==> src/hw/dfsc_pkg.sv <==
package dfsc_pkg;

   // Field positions of the data fault cause register.
   localparam int DFSC_TYPE_LO = 0;
   localparam int DFSC_TYPE_HI = 3;
   localparam int DFSC_DOM_LO = 4;
   localparam int DFSC_DOM_HI = 7;
   localparam int DFSC_ZERO_LO = 8;
   localparam int DFSC_ZERO_HI = 9;
   localparam int DFSC_EXT_BIT = 10;
   localparam int DFSC_WR_BIT = 11;
   localparam int DFSC_BUSERR_BIT = 12;
   localparam int DFSC_NFIELD = 13;

   // Writable bits: type, domain, extension, read/write, bus error kind.
   localparam logic [31:0] DFSC_WMASK = 32'h0000_1cff;
   localparam logic [31:0] DFSC_RESET = 32'h0000_0000;

   // Coprocessor register selector for this register.
   localparam logic [2:0] DFSC_OP1 = 3'h0;
   localparam logic [3:0] DFSC_CRN = 4'h5;
   localparam logic [3:0] DFSC_CRM = 4'h0;
   localparam logic [2:0] DFSC_OP2 = 3'h0;

   // Fault type codes, extension bit clear.
   localparam logic [3:0] DFSC_FT_NONE = 4'h0;
   localparam logic [3:0] DFSC_FT_ALIGN = 4'h1;
   localparam logic [3:0] DFSC_FT_DEBUG = 4'h2;
   localparam logic [3:0] DFSC_FT_CMAINT = 4'h4;
   localparam logic [3:0] DFSC_FT_TRANS_SEC = 4'h5;
   localparam logic [3:0] DFSC_FT_ACCESS_PG = 4'h6;
   localparam logic [3:0] DFSC_FT_TRANS_PG = 4'h7;
   localparam logic [3:0] DFSC_FT_EXT_PRECISE = 4'h8;
   localparam logic [3:0] DFSC_FT_DOM_SEC = 4'h9;
   localparam logic [3:0] DFSC_FT_NONE2 = 4'ha;
   localparam logic [3:0] DFSC_FT_DOM_PG = 4'hb;
   localparam logic [3:0] DFSC_FT_EXT_WALK1 = 4'hc;
   localparam logic [3:0] DFSC_FT_PERM_SEC = 4'hd;
   localparam logic [3:0] DFSC_FT_EXT_WALK2 = 4'he;
   localparam logic [3:0] DFSC_FT_PERM_PG = 4'hf;
   // Extension bit set: only the imprecise external abort.
   localparam logic [3:0] DFSC_FT_EXT_IMPRECISE = 4'h6;

   // Fault source kinds reported by the load/store and translation logic.
   typedef enum logic [3:0] {
      DFSC_SRC_ALIGN = 4'h0,
      DFSC_SRC_DEBUG = 4'h1,
      DFSC_SRC_CMAINT = 4'h2,
      DFSC_SRC_TRANS_SEC = 4'h3,
      DFSC_SRC_ACCESS_PG = 4'h4,
      DFSC_SRC_TRANS_PG = 4'h5,
      DFSC_SRC_EXT_PRECISE = 4'h6,
      DFSC_SRC_DOM_SEC = 4'h7,
      DFSC_SRC_DOM_PG = 4'h8,
      DFSC_SRC_EXT_WALK1 = 4'h9,
      DFSC_SRC_PERM_SEC = 4'ha,
      DFSC_SRC_EXT_WALK2 = 4'hb,
      DFSC_SRC_PERM_PG = 4'hc,
      DFSC_SRC_EXT_IMPRECISE = 4'hd
   } dfsc_src_t;

   // Access outcome states of the coprocessor port.
   typedef enum logic [1:0] {
      DFSC_ACC_IDLE = 2'b00,
      DFSC_ACC_READ = 2'b01,
      DFSC_ACC_WRITE = 2'b10,
      DFSC_ACC_UNDEF = 2'b11
   } dfsc_acc_t;

endpackage : dfsc_pkg

==> src/hw/dfsc_bank.sv <==
`timescale 1ns/1ps
`default_nettype none

// Two-entry store, one word per world; read data come from a register.
module dfsc_bank #(
   parameter int WIDTH = 13
) (
   input wire logic clk_sys,
   input wire logic srst,
   input wire logic wr_en,
   input wire logic wr_sec,
   input wire logic [WIDTH-1:0] wr_data,
   input wire logic rd_sec,
   output logic [WIDTH-1:0] rd_data
);

   logic [WIDTH-1:0] word_r [2];

   // Both copies clear at reset.
   always_ff @(posedge clk_sys) begin
      if (srst) begin
         word_r[0] <= '0;
         word_r[1] <= '0;
      end else if (wr_en) begin
         word_r[wr_sec] <= wr_data;
      end
   end

   // Registered read; a write in the same cycle is seen one cycle later.
   always_ff @(posedge clk_sys) begin
      if (srst) begin
         rd_data <= '0;
      end else begin
         rd_data <= word_r[rd_sec];
      end
   end

endmodule : dfsc_bank

`default_nettype wire

==> src/hw/dfsc_capture.sv <==
// Contract
// - Hold a 32-bit read/write cause register, one copy per world, current world used.
// - Only privileged modes may access it; user mode access raises undefined exception.
// - Bits 9:8 read as zero and ignore writes.
// - External abort: bit 12 is one for slave error, zero for decode error.
// - Non-external aborts leave the bus error kind bit at zero.
// - Bit 11 records write as one, read as zero.
// - All defined fields reset to zero.
// - Bit 10 is the top bit of the fault type, extending bits 3:0.
// - Bits 7:4 take the accessed domain number on a data fault.
// - Alignment gives 0001, debug event 0010, cache maintenance 0100.
// - Section translation 0101, page access bit 0110, page translation 0111.
// - Precise external 1000, domain 1001/1011, permission 1101/1111.
// - External abort on first-level walk 1100, second-level walk 1110.
// - Codes 0000 and 1010 with extension clear mean no fault.
// - With extension set only 0110, imprecise external abort, is used.
// - Routed external abort entering monitor updates the secure copy.
`timescale 1ns/1ps
`default_nettype none

module dfsc_capture
   import dfsc_pkg::*;
#(
   parameter int NDOMAIN = 16
) (
   input wire logic clk_sys,
   input wire logic srst,
   // Coprocessor access port from the instruction pipeline.
   input wire logic cp_valid,
   input wire logic cp_write,
   input wire logic [2:0] cp_op1,
   input wire logic [3:0] cp_crn,
   input wire logic [3:0] cp_crm,
   input wire logic [2:0] cp_op2,
   input wire logic [31:0] cp_wdata,
   input wire logic cpu_privileged,
   input wire logic cpu_secure,
   output logic [31:0] cp_rdata,
   output logic cp_rvalid,
   output logic cp_undef,
   output logic cp_hit,
   // Fault report from the load/store and translation logic.
   input wire logic fault_valid,
   input wire logic [3:0] fault_src,
   input wire logic [3:0] fault_domain,
   input wire logic fault_write,
   input wire logic fault_slave_err,
   input wire logic external_abort_to_monitor,
   // Current world's register value, for the exception unit.
   output logic [31:0] cause_view
);

   // Elaboration check: the domain field is four bits wide, so only 16 domains fit.
   if (NDOMAIN != 16) begin : g_bad_ndomain
      $error("dfsc_capture: domain field holds exactly 16 domains");
   end

   // Builds the stored fields from a fault report; external-only bit kept zero otherwise.
   function automatic logic [DFSC_NFIELD-1:0] dfsc_encode(
      input logic [3:0] src,
      input logic [3:0] dom,
      input logic wr,
      input logic slave
   );
      logic [3:0] ft;
      logic ext;
      logic is_ext;
      logic [DFSC_NFIELD-1:0] w;
      ft = DFSC_FT_NONE;
      ext = 1'b0;
      is_ext = 1'b0;
      w = '0;
      case (src)
         DFSC_SRC_ALIGN: ft = DFSC_FT_ALIGN;
         DFSC_SRC_DEBUG: ft = DFSC_FT_DEBUG;
         DFSC_SRC_CMAINT: ft = DFSC_FT_CMAINT;
         DFSC_SRC_TRANS_SEC: ft = DFSC_FT_TRANS_SEC;
         DFSC_SRC_ACCESS_PG: ft = DFSC_FT_ACCESS_PG;
         DFSC_SRC_TRANS_PG: ft = DFSC_FT_TRANS_PG;
         DFSC_SRC_EXT_PRECISE: begin
            ft = DFSC_FT_EXT_PRECISE;
            is_ext = 1'b1;
         end
         DFSC_SRC_DOM_SEC: ft = DFSC_FT_DOM_SEC;
         DFSC_SRC_DOM_PG: ft = DFSC_FT_DOM_PG;
         DFSC_SRC_PERM_SEC: ft = DFSC_FT_PERM_SEC;
         DFSC_SRC_PERM_PG: ft = DFSC_FT_PERM_PG;
         DFSC_SRC_EXT_WALK1: begin
            ft = DFSC_FT_EXT_WALK1;
            is_ext = 1'b1;
         end
         DFSC_SRC_EXT_WALK2: begin
            ft = DFSC_FT_EXT_WALK2;
            is_ext = 1'b1;
         end
         DFSC_SRC_EXT_IMPRECISE: begin
            ft = DFSC_FT_EXT_IMPRECISE;
            ext = 1'b1;
            is_ext = 1'b1;
         end
         default: ft = DFSC_FT_NONE;
      endcase
      w[DFSC_TYPE_HI:DFSC_TYPE_LO] = ft;
      w[DFSC_DOM_HI:DFSC_DOM_LO] = dom;
      w[DFSC_EXT_BIT] = ext;
      w[DFSC_WR_BIT] = wr;
      w[DFSC_BUSERR_BIT] = is_ext & slave;
      return w;
   endfunction : dfsc_encode

   // Widens a stored word to 32 bits; bits 9:8 and 31:13 always read zero.
   function automatic logic [31:0] dfsc_widen(input logic [DFSC_NFIELD-1:0] w);
      logic [31:0] v;
      v = DFSC_RESET;
      v[DFSC_NFIELD-1:0] = w;
      return v & DFSC_WMASK;
   endfunction : dfsc_widen

   logic sel_hit;
   logic acc_ok;
   logic fault_sec;
   logic bank_wr_en;
   logic bank_wr_sec;
   logic [DFSC_NFIELD-1:0] bank_wdata;
   logic [DFSC_NFIELD-1:0] bank_rdata;
   logic [DFSC_NFIELD-1:0] sw_word;
   dfsc_acc_t acc_r;
   dfsc_acc_t acc_nxt;

   // Selector match for this register.
   assign sel_hit = cp_valid && cp_op1 == DFSC_OP1 && cp_crn == DFSC_CRN
                    && cp_crm == DFSC_CRM && cp_op2 == DFSC_OP2;
   assign acc_ok = sel_hit && cpu_privileged;

   // A routed external abort lands in the secure copy regardless of world.
   assign fault_sec = cpu_secure | external_abort_to_monitor;

   assign sw_word = cp_wdata[DFSC_NFIELD-1:0] & DFSC_WMASK[DFSC_NFIELD-1:0];

   // A fault report wins over a software write in the same cycle, so a real
   // fault is never lost; every field moves in one write.
   always_comb begin
      bank_wr_en = 1'b0;
      bank_wr_sec = cpu_secure;
      bank_wdata = sw_word;
      if (fault_valid) begin
         bank_wr_en = 1'b1;
         bank_wr_sec = fault_sec;
         bank_wdata = dfsc_encode(fault_src, fault_domain, fault_write, fault_slave_err);
      end else if (acc_ok && cp_write) begin
         bank_wr_en = 1'b1;
      end
   end

   dfsc_bank #(
      .WIDTH(DFSC_NFIELD)
   ) u_bank (
      .clk_sys(clk_sys),
      .srst(srst),
      .wr_en(bank_wr_en),
      .wr_sec(bank_wr_sec),
      .wr_data(bank_wdata),
      .rd_sec(cpu_secure),
      .rd_data(bank_rdata)
   );

   // Classify the access for the one-cycle answer.
   always_comb begin
      acc_nxt = DFSC_ACC_IDLE;
      if (sel_hit && !cpu_privileged) begin
         acc_nxt = DFSC_ACC_UNDEF;
      end else if (acc_ok && cp_write) begin
         acc_nxt = DFSC_ACC_WRITE;
      end else if (acc_ok) begin
         acc_nxt = DFSC_ACC_READ;
      end
   end

   // Access state, reset to idle.
   always_ff @(posedge clk_sys) begin
      if (srst) begin
         acc_r <= DFSC_ACC_IDLE;
      end else begin
         acc_r <= acc_nxt;
      end
   end

   // Answer strobes, one cycle after the request.
   always_ff @(posedge clk_sys) begin
      if (srst) begin
         cp_rvalid <= 1'b0;
         cp_undef <= 1'b0;
         cp_hit <= 1'b0;
      end else begin
         cp_rvalid <= acc_nxt == DFSC_ACC_READ;
         cp_undef <= acc_nxt == DFSC_ACC_UNDEF;
         cp_hit <= acc_nxt == DFSC_ACC_READ || acc_nxt == DFSC_ACC_WRITE;
      end
   end

   // Read data. The bank answers one cycle after the request, so the data are
   // taken at the second edge; user-mode reads return zero.
   always_ff @(posedge clk_sys) begin
      if (srst) begin
         cp_rdata <= DFSC_RESET;
      end else if (acc_r == DFSC_ACC_READ) begin
         cp_rdata <= dfsc_widen(bank_rdata);
      end else begin
         cp_rdata <= DFSC_RESET;
      end
   end

   // Live view of the current world's copy.
   always_ff @(posedge clk_sys) begin
      if (srst) begin
         cause_view <= DFSC_RESET;
      end else begin
         cause_view <= dfsc_widen(bank_rdata);
      end
   end

endmodule : dfsc_capture

`default_nettype wire

==> config.mk <==
export PLATFORM = sky130hd
export DESIGN_NAME = dfsc_capture
export DESIGN_NICKNAME = d
export VERILOG_FILES = /design/src/hw/dfsc_pkg.sv /design/src/hw/dfsc_bank.sv /design/src/hw/dfsc_capture.sv
export SDC_FILE = /design/constraint.sdc
export NUM_CORES = 1
export LEC_CHECK = 0
export ABC_AREA = 0
export BUFFER_PORTS_ARGS = -buffer_cell sky130_fd_sc_hd__buf_2
export CAP_MARGIN = 0
export CORE_MARGIN = 2
export CORE_UTILIZATION = 41
export DETAILED_ROUTE_END_ITERATION = 6
export GPL_TIMING_DRIVEN = 0
export HOLD_SLACK_MARGIN = 0.1
export PLACE_DENSITY = 0.75
export SLEW_MARGIN = 5
export SYNTH_ARGS = -nofsm -noshare
export SYNTH_HDL_FRONTEND = slang
export SYNTH_SLANG_ARGS = --single-unit
==> constraint.sdc <==
create_clock -name clk_sys -period 1.4 [get_ports clk_sys]
set_input_delay 0.21 -clock clk_sys [delete_from_list [all_inputs] [get_ports clk_sys]]
set_output_delay 0.21 -clock clk_sys [all_outputs]
set_load 0.01 [all_outputs]
==> results of run 1 <==
## final cells by class
type	instances	area share
plain buffers	52	0.110
clock buffers	13	0.0527
clock inverters	3	0.00475
inverters	2	0.00219
multi-input cells	166	0.283
flip-flops and latches	60	0.415
well taps	77	0.0282
repair buffers	68	0.104
## state kept, by name, summed over array words and instances, names as in the netlist
register        cells
acc_r               2
cp_hit              1
cp_undef            1
u_bank.rd_data     11
cp_rdata           11
cp_rvalid           1
u_bank.word_r      22
cause_view         11
## per-layer routing
| metal | part of all wire | track usage | up-vias |
|---|---|---|---|
| met5 | 0 | 0 | - |
| met1 | 0.38 | 0.146 | 809 |
| met3 | 0.077 | 0.0415 | 6 |
| li1 | - | - | 952 |
| met2 | 0.52 | 0.237 | 74 |
| met4 | 0.016 | 0.0572 | 0 |
## cells by family after synthesis
family	count (synthesis)	share of synthesized area
compound gates	19	0.0524
buf+inv	54	0.147
flops	60	0.546
mux	20	0.0769
other cells	1	0.00144
simple gates	85	0.176
## cell usage after synthesis
master / n / area, sq um
a221o_1: 1 / 10.0
o21bai_1: 1 / 7.51
nand4_1: 1 / 6.26
a22oi_1: 1 / 7.51
buf_6: 2 / 22.5
and4_4: 1 / 11.3
a21o_1: 1 / 7.51
nor2b_1: 24 / 150
nor2_1: 39 / 146
buf_2: 2 / 10.0
a31oi_1: 3 / 18.8
or2_2: 1 / 6.26
a21oi_2: 2 / 17.5
mux2i_1: 20 / 200
nand2_1: 6 / 22.5
clkbuf_1: 3 / 11.3
conb_1: 1 / 3.75
o21ai_0: 2 / 10.0
dfxtp_1: 38 / 761
a211oi_2: 2 / 25.0
edfxtp_1: 22 / 661
nor3b_1: 1 / 7.51
a21oi_1: 5 / 25.0
nor4_1: 1 / 6.26
o21a_1: 1 / 7.51
and2b_1: 3 / 22.5
nand2b_1: 2 / 12.5
and3b_1: 1 / 8.76
buf_4: 43 / 323
inv_1: 2 / 7.51
nor4_4: 1 / 21.3
nor4b_2: 1 / 15.0
nor4bb_1: 1 / 10.0
buf_1: 2 / 7.51
and2_1: 1 / 6.26
and3_1: 1 / 6.26
## worst max-delay path, cell delays in order
cell and delay (ns):
buf_2 0.11, nor4bb_2 0.34, and4_4 0.32, a221o_2 0.35
## through the flow
step           setup TNS [ns]  setup WS (ns)
6_report                    0         0.0597
4_1_cts                     0         0.0764
3_3_place_gp           -10.17         -0.408
5_1_grt                     0        0.00779
3_5_place_dp           -11.75         -0.436
2_1_floorplan               0         0.0145
## timing repair
action                                  4_1_cts  5_1_grt
hold buffers                                  3        0
endpoints found under the setup margin       11        0
buffers inserted                              0        0
hold endpoints to repair                      2        0
resized for setup                             1        0
## power groups by stage
stage / combinational (mW) / clock, mW / sequential, mW
finish: 0.462 / 1.46 / 1.93
detailed placement: 0.453 / 0 / 1.97
global placement: 0.443 / 0 / 1.96
CTS: 0.461 / 1.50 / 1.93
global route: 0.511 / 1.58 / 1.94
floorplan: 0.317 / 0 / 1.97
## worst min path at each step
stage,from,cells past startpoint,slack [ns],endpoint
5_1_grt,cpu_privileged,2,0.13,acc_r[0]
2_1_floorplan,cpu_privileged,1,0.28,cp_undef
6_report,cpu_privileged,2,0.13,acc_r[0]
3_3_place_gp,cp_write,2,0.42,acc_r[0]
3_5_place_dp,cp_write,2,0.42,acc_r[0]
4_1_cts,cpu_privileged,2,0.10,acc_r[0]
==> impl_metrics.ini, run 1 <==
[route]
wire_per_inst_microns = 10.5
wirelength_microns = 4620
vias = 1841
ant_nets = 0
drc = 0
drt_pass1_iterations = 4
viasPerCell = 4.17
drtIter0Drc = 57

[layout]
fillers = 589
fin_cells = 441
layout-drive-gt1-share = 0.385
final_area_sq_mm = 0.00342
nets = 423
utilization = 0.548
multi_input_area_sq_um = 970
final_cell_mix = 68 x buf_2, 43 x buf_4, 42 x conb_1
syn_to_final_growth_pct = 31.5
final_common_cell = buf_2
num_antenna_cells = 0
ff_latch_area_sq_mm = 0.00142

[setup_path]
crit_type = in -> reg
reg2reg_to = cp_rdata[10]
start_kind = input port
end_kind = flip-flop
cp_data_required_time_ns = 1.39
rr_startpoint = acc_r[1]
cp-startpoint = cp_crn[1]
r2r_slack_ns = 0.43
r2r_cells = 3
endpoint = u_bank.word_r[1][3]
cp_max_fo = 11
worstPathArrival_ns = 1.34

[synthesis]
synth_seq_area_share = 0.546
syn_avg_cell_area_sq_um = 10.9
synth_area_sq_mm = 0.00260
yosys_warnings = 0
synth_cell_types = 36
synth-seq-cells = 60
netlist_instances = 239

[timing]
fmax_mhz = 746
timing.hold.ws_ns = 0.126
fin_skew_ns = 0.00673
post-route-period-util = 0.957
slew_violations = 0
finalSetupViolCount = 0
rsz0062_at_grt = no
min_period_ns = 1.34
hold_viol = 0

[pwr]
clockPowerShare = 0.378
p_sw_uw = 873
power_frac_seq = 0.502
comb_power_share = 0.120
p_int_mw = 2.98
swShare = 0.227
max-vdd-ir-drop_mv = 0.631
leakagePower_nw = 1.68
power.total_mw = 3.85
powerDensity_mw_per_mm2 = 1120

[placed_design]
place.gp.congestion = 0.789
port_buffers = 65
hpwl_microns = 3500
dpl.cell_count = 422
place_area_sq_mm = 0.00319

[clocking]
cts_root_buf = clkbuf_8
clk_latency_ns = 0.32
htreeDepth = 3
clk_path_buf_depth = 2
numCtsBuffers = 9
cts_sinks = 60
path_clk_slew_ns = 0.06
cts_tree = built

[floorplanning]
die_area_sq_mm = 0.00700
fp-row-count = 29
ios = 131
fp.dieW_microns = 83.7
die_y_microns = 83.7
initial_core_util = 0.417
coreArea_sq_mm = 0.00624

[status]
status = finished clean

[min_path]
holdCritPathClass = in -> reg

[global_routing]
grt-ovfl-total = 0
grt_max_degree = 12
antenna_found_initial = 0
grt_pass1_vias = 1699
grt_pass1_wl_microns = 7390
grt.total_usage = 0.133

[run]
drv_cap = 0
(Power assumes the default switching activity.)
==> run 2: changes to the inputs <==
- CORE_UTILIZATION: 41 -> 42
- CTS_CLUSTER_DIAMETER: default -> 50
- SYNTH_HIERARCHICAL: default -> 1
==> impl_metrics.ini, run 2 <==
[floorplanning]
die_y_microns = 84.0
fp-row-count = 29
die_area_sq_mm = 0.00705
ios = 131
fp.dieW_microns = 84.0
coreArea_sq_mm = 0.00628
initial_core_util = 0.428

[clocking]
numCtsBuffers = 9
cts_sinks = 60
cts_root_buf = clkbuf_8
clk_path_buf_depth = 2
htreeDepth = 3
clk_latency_ns = 0.32
path_clk_slew_ns = 0.06
cts_tree = built

[layout]
layout-drive-gt1-share = 0.425
fin_cells = 437
nets = 420
final_common_cell = buf_2
regMostFlops = u_bank/word_r
final_cell_mix = 68 x buf_2, 45 x buf_4, 42 x conb_1
final_area_sq_mm = 0.00355
largest_reg_flops = 22
num_antenna_cells = 0
syn_to_final_growth_pct = 32.3

[synthesis]
syn_avg_cell_area_sq_um = 11.4
netlist_instances = 235
yosys_warnings = 6
synth_area_sq_mm = 0.00269

[global_routing]
grt_pass1_wl_microns = 6880
grt-ovfl-total = 0
grt_max_degree = 12
grt.total_usage = 0.124
antenna_found_initial = 0
grt_pass1_vias = 1588

[status]
status = finished clean

[min_path]
holdCritPathClass = in -> reg

[setup_path]
r2r_cells = 3
worstPathArrival_ns = 1.47
cp.depth = 7
endpoint = u_bank/word_r[0][0]
crit_type = in -> reg
end_kind = flip-flop
start_kind = input port
crit_family = simple AND/OR/NAND/NOR gates
cp_max_fo = 4
cpPeakStageDelay_ns = 0.30
r2r_slack_ns = 0.44
cp_slowest_cell = nor4_4
cp-startpoint = cp_crm[3]
path_buf_inv = 2
cp_data_required_time_ns = 1.59
path_cells = buf_2 > nor4_4 > nand4_4 > o21bai_4 > nor3b_4 > buf_4 > and2_1
rr_startpoint = acc_r[0]
reg2reg_to = cp_rdata[1]

[route]
wire_per_inst_microns = 9.52
viasPerCell = 4.02
drtIter0Drc = 32
drt_pass1_iterations = 4
drc = 0
vias = 1758
ant_nets = 0
wirelength_microns = 4160

[timing]
slew_violations = 0
post-route-period-util = 0.913
hold_viol = 0
timing.hold.ws_ns = 0.154
fmax_mhz = 782
finalSetupViolCount = 0
rsz0062_at_grt = no
min_period_ns = 1.28
fin_skew_ns = 0.00558
fin_tns_setup_ns = 0

[placed_design]
hpwl_microns = 3260
place.gp.congestion = 0.746
place_area_sq_mm = 0.00330
port_buffers = 66
dpl.cell_count = 419

[run]
drv_cap = 0

[pwr]
leakagePower_nw = 1.76
powerDensity_mw_per_mm2 = 1150
power.total_mw = 4.07
max-vdd-ir-drop_mv = 0.889
## run 2: worst min-delay path, stage by stage
cell and delay [ns]:
buf_2 0.09, nor2b_1 0.05, nor3_2 0.08
## run 2: layer usage
metal  vias up  routed length, microns  global-route usage
li1        935                       -                   -
met2        72                    1950               0.193
met4         0                      95              0.0733
met5         -                       0                   0
met3         7                     347              0.0514
met1       744                    1760               0.143
## run 2: how the worst min path moves through the flow
| stage | start | to | slack [ns] | cells past startpoint |
|---|---|---|---|---|
| 5_1_grt | cp_write | acc_r[1] | 0.17 | 3 |
| 6_report | cp_write | acc_r[1] | 0.15 | 3 |
| 4_1_cts | cp_write | acc_r[1] | 0.13 | 3 |
| 2_1_floorplan | srst | cause_view[10] | 0.28 | 1 |
| 3_3_place_gp | cpu_privileged | cp_undef | 0.42 | 2 |
| 3_5_place_dp | u_bank/rd_data[7] | cp_rdata[7] | 0.43 | 1 |
## run 2: what timing repair did
action                                  4_1_cts  5_1_grt
endpoints found under the setup margin        4        8
resized for setup                             0        1
pin swaps                                     1        0
setup buffers                                 1        1
hold buffers                                  1        0
hold endpoints to repair                      1        0
## run 2: area by class of cell
type / count / area, sq um
well taps: 77 / 96.3
repair buffers: 69 / 355
multi-input cells: 160 / 1040
clock buffers: 13 / 191
flip-flops and latches: 60 / 1420
fillers: 562 / 2720
inverters: 4 / 15.0
clock inverters: 2 / 36.3
plain buffers: 52 / 398
## run 2: where the power goes
group | leakage, nW | total, mW | switching, mW | internal [mW]
combinational | 1.11 | 0.459 | 0.222 | 0.238
clock | 0.116 | 1.68 | 0.603 | 1.08
sequential | 0.534 | 1.93 | 0.0242 | 1.91
## run 2: stage by stage
step	setup WS, ns	util
after floorplan	-0.0608	-
after global placement	-0.337	0.525
after detailed placement	-0.363	0.525
after CTS	0.0778	0.564
after global routing	0.0252	0.566
final	0.122	0.566
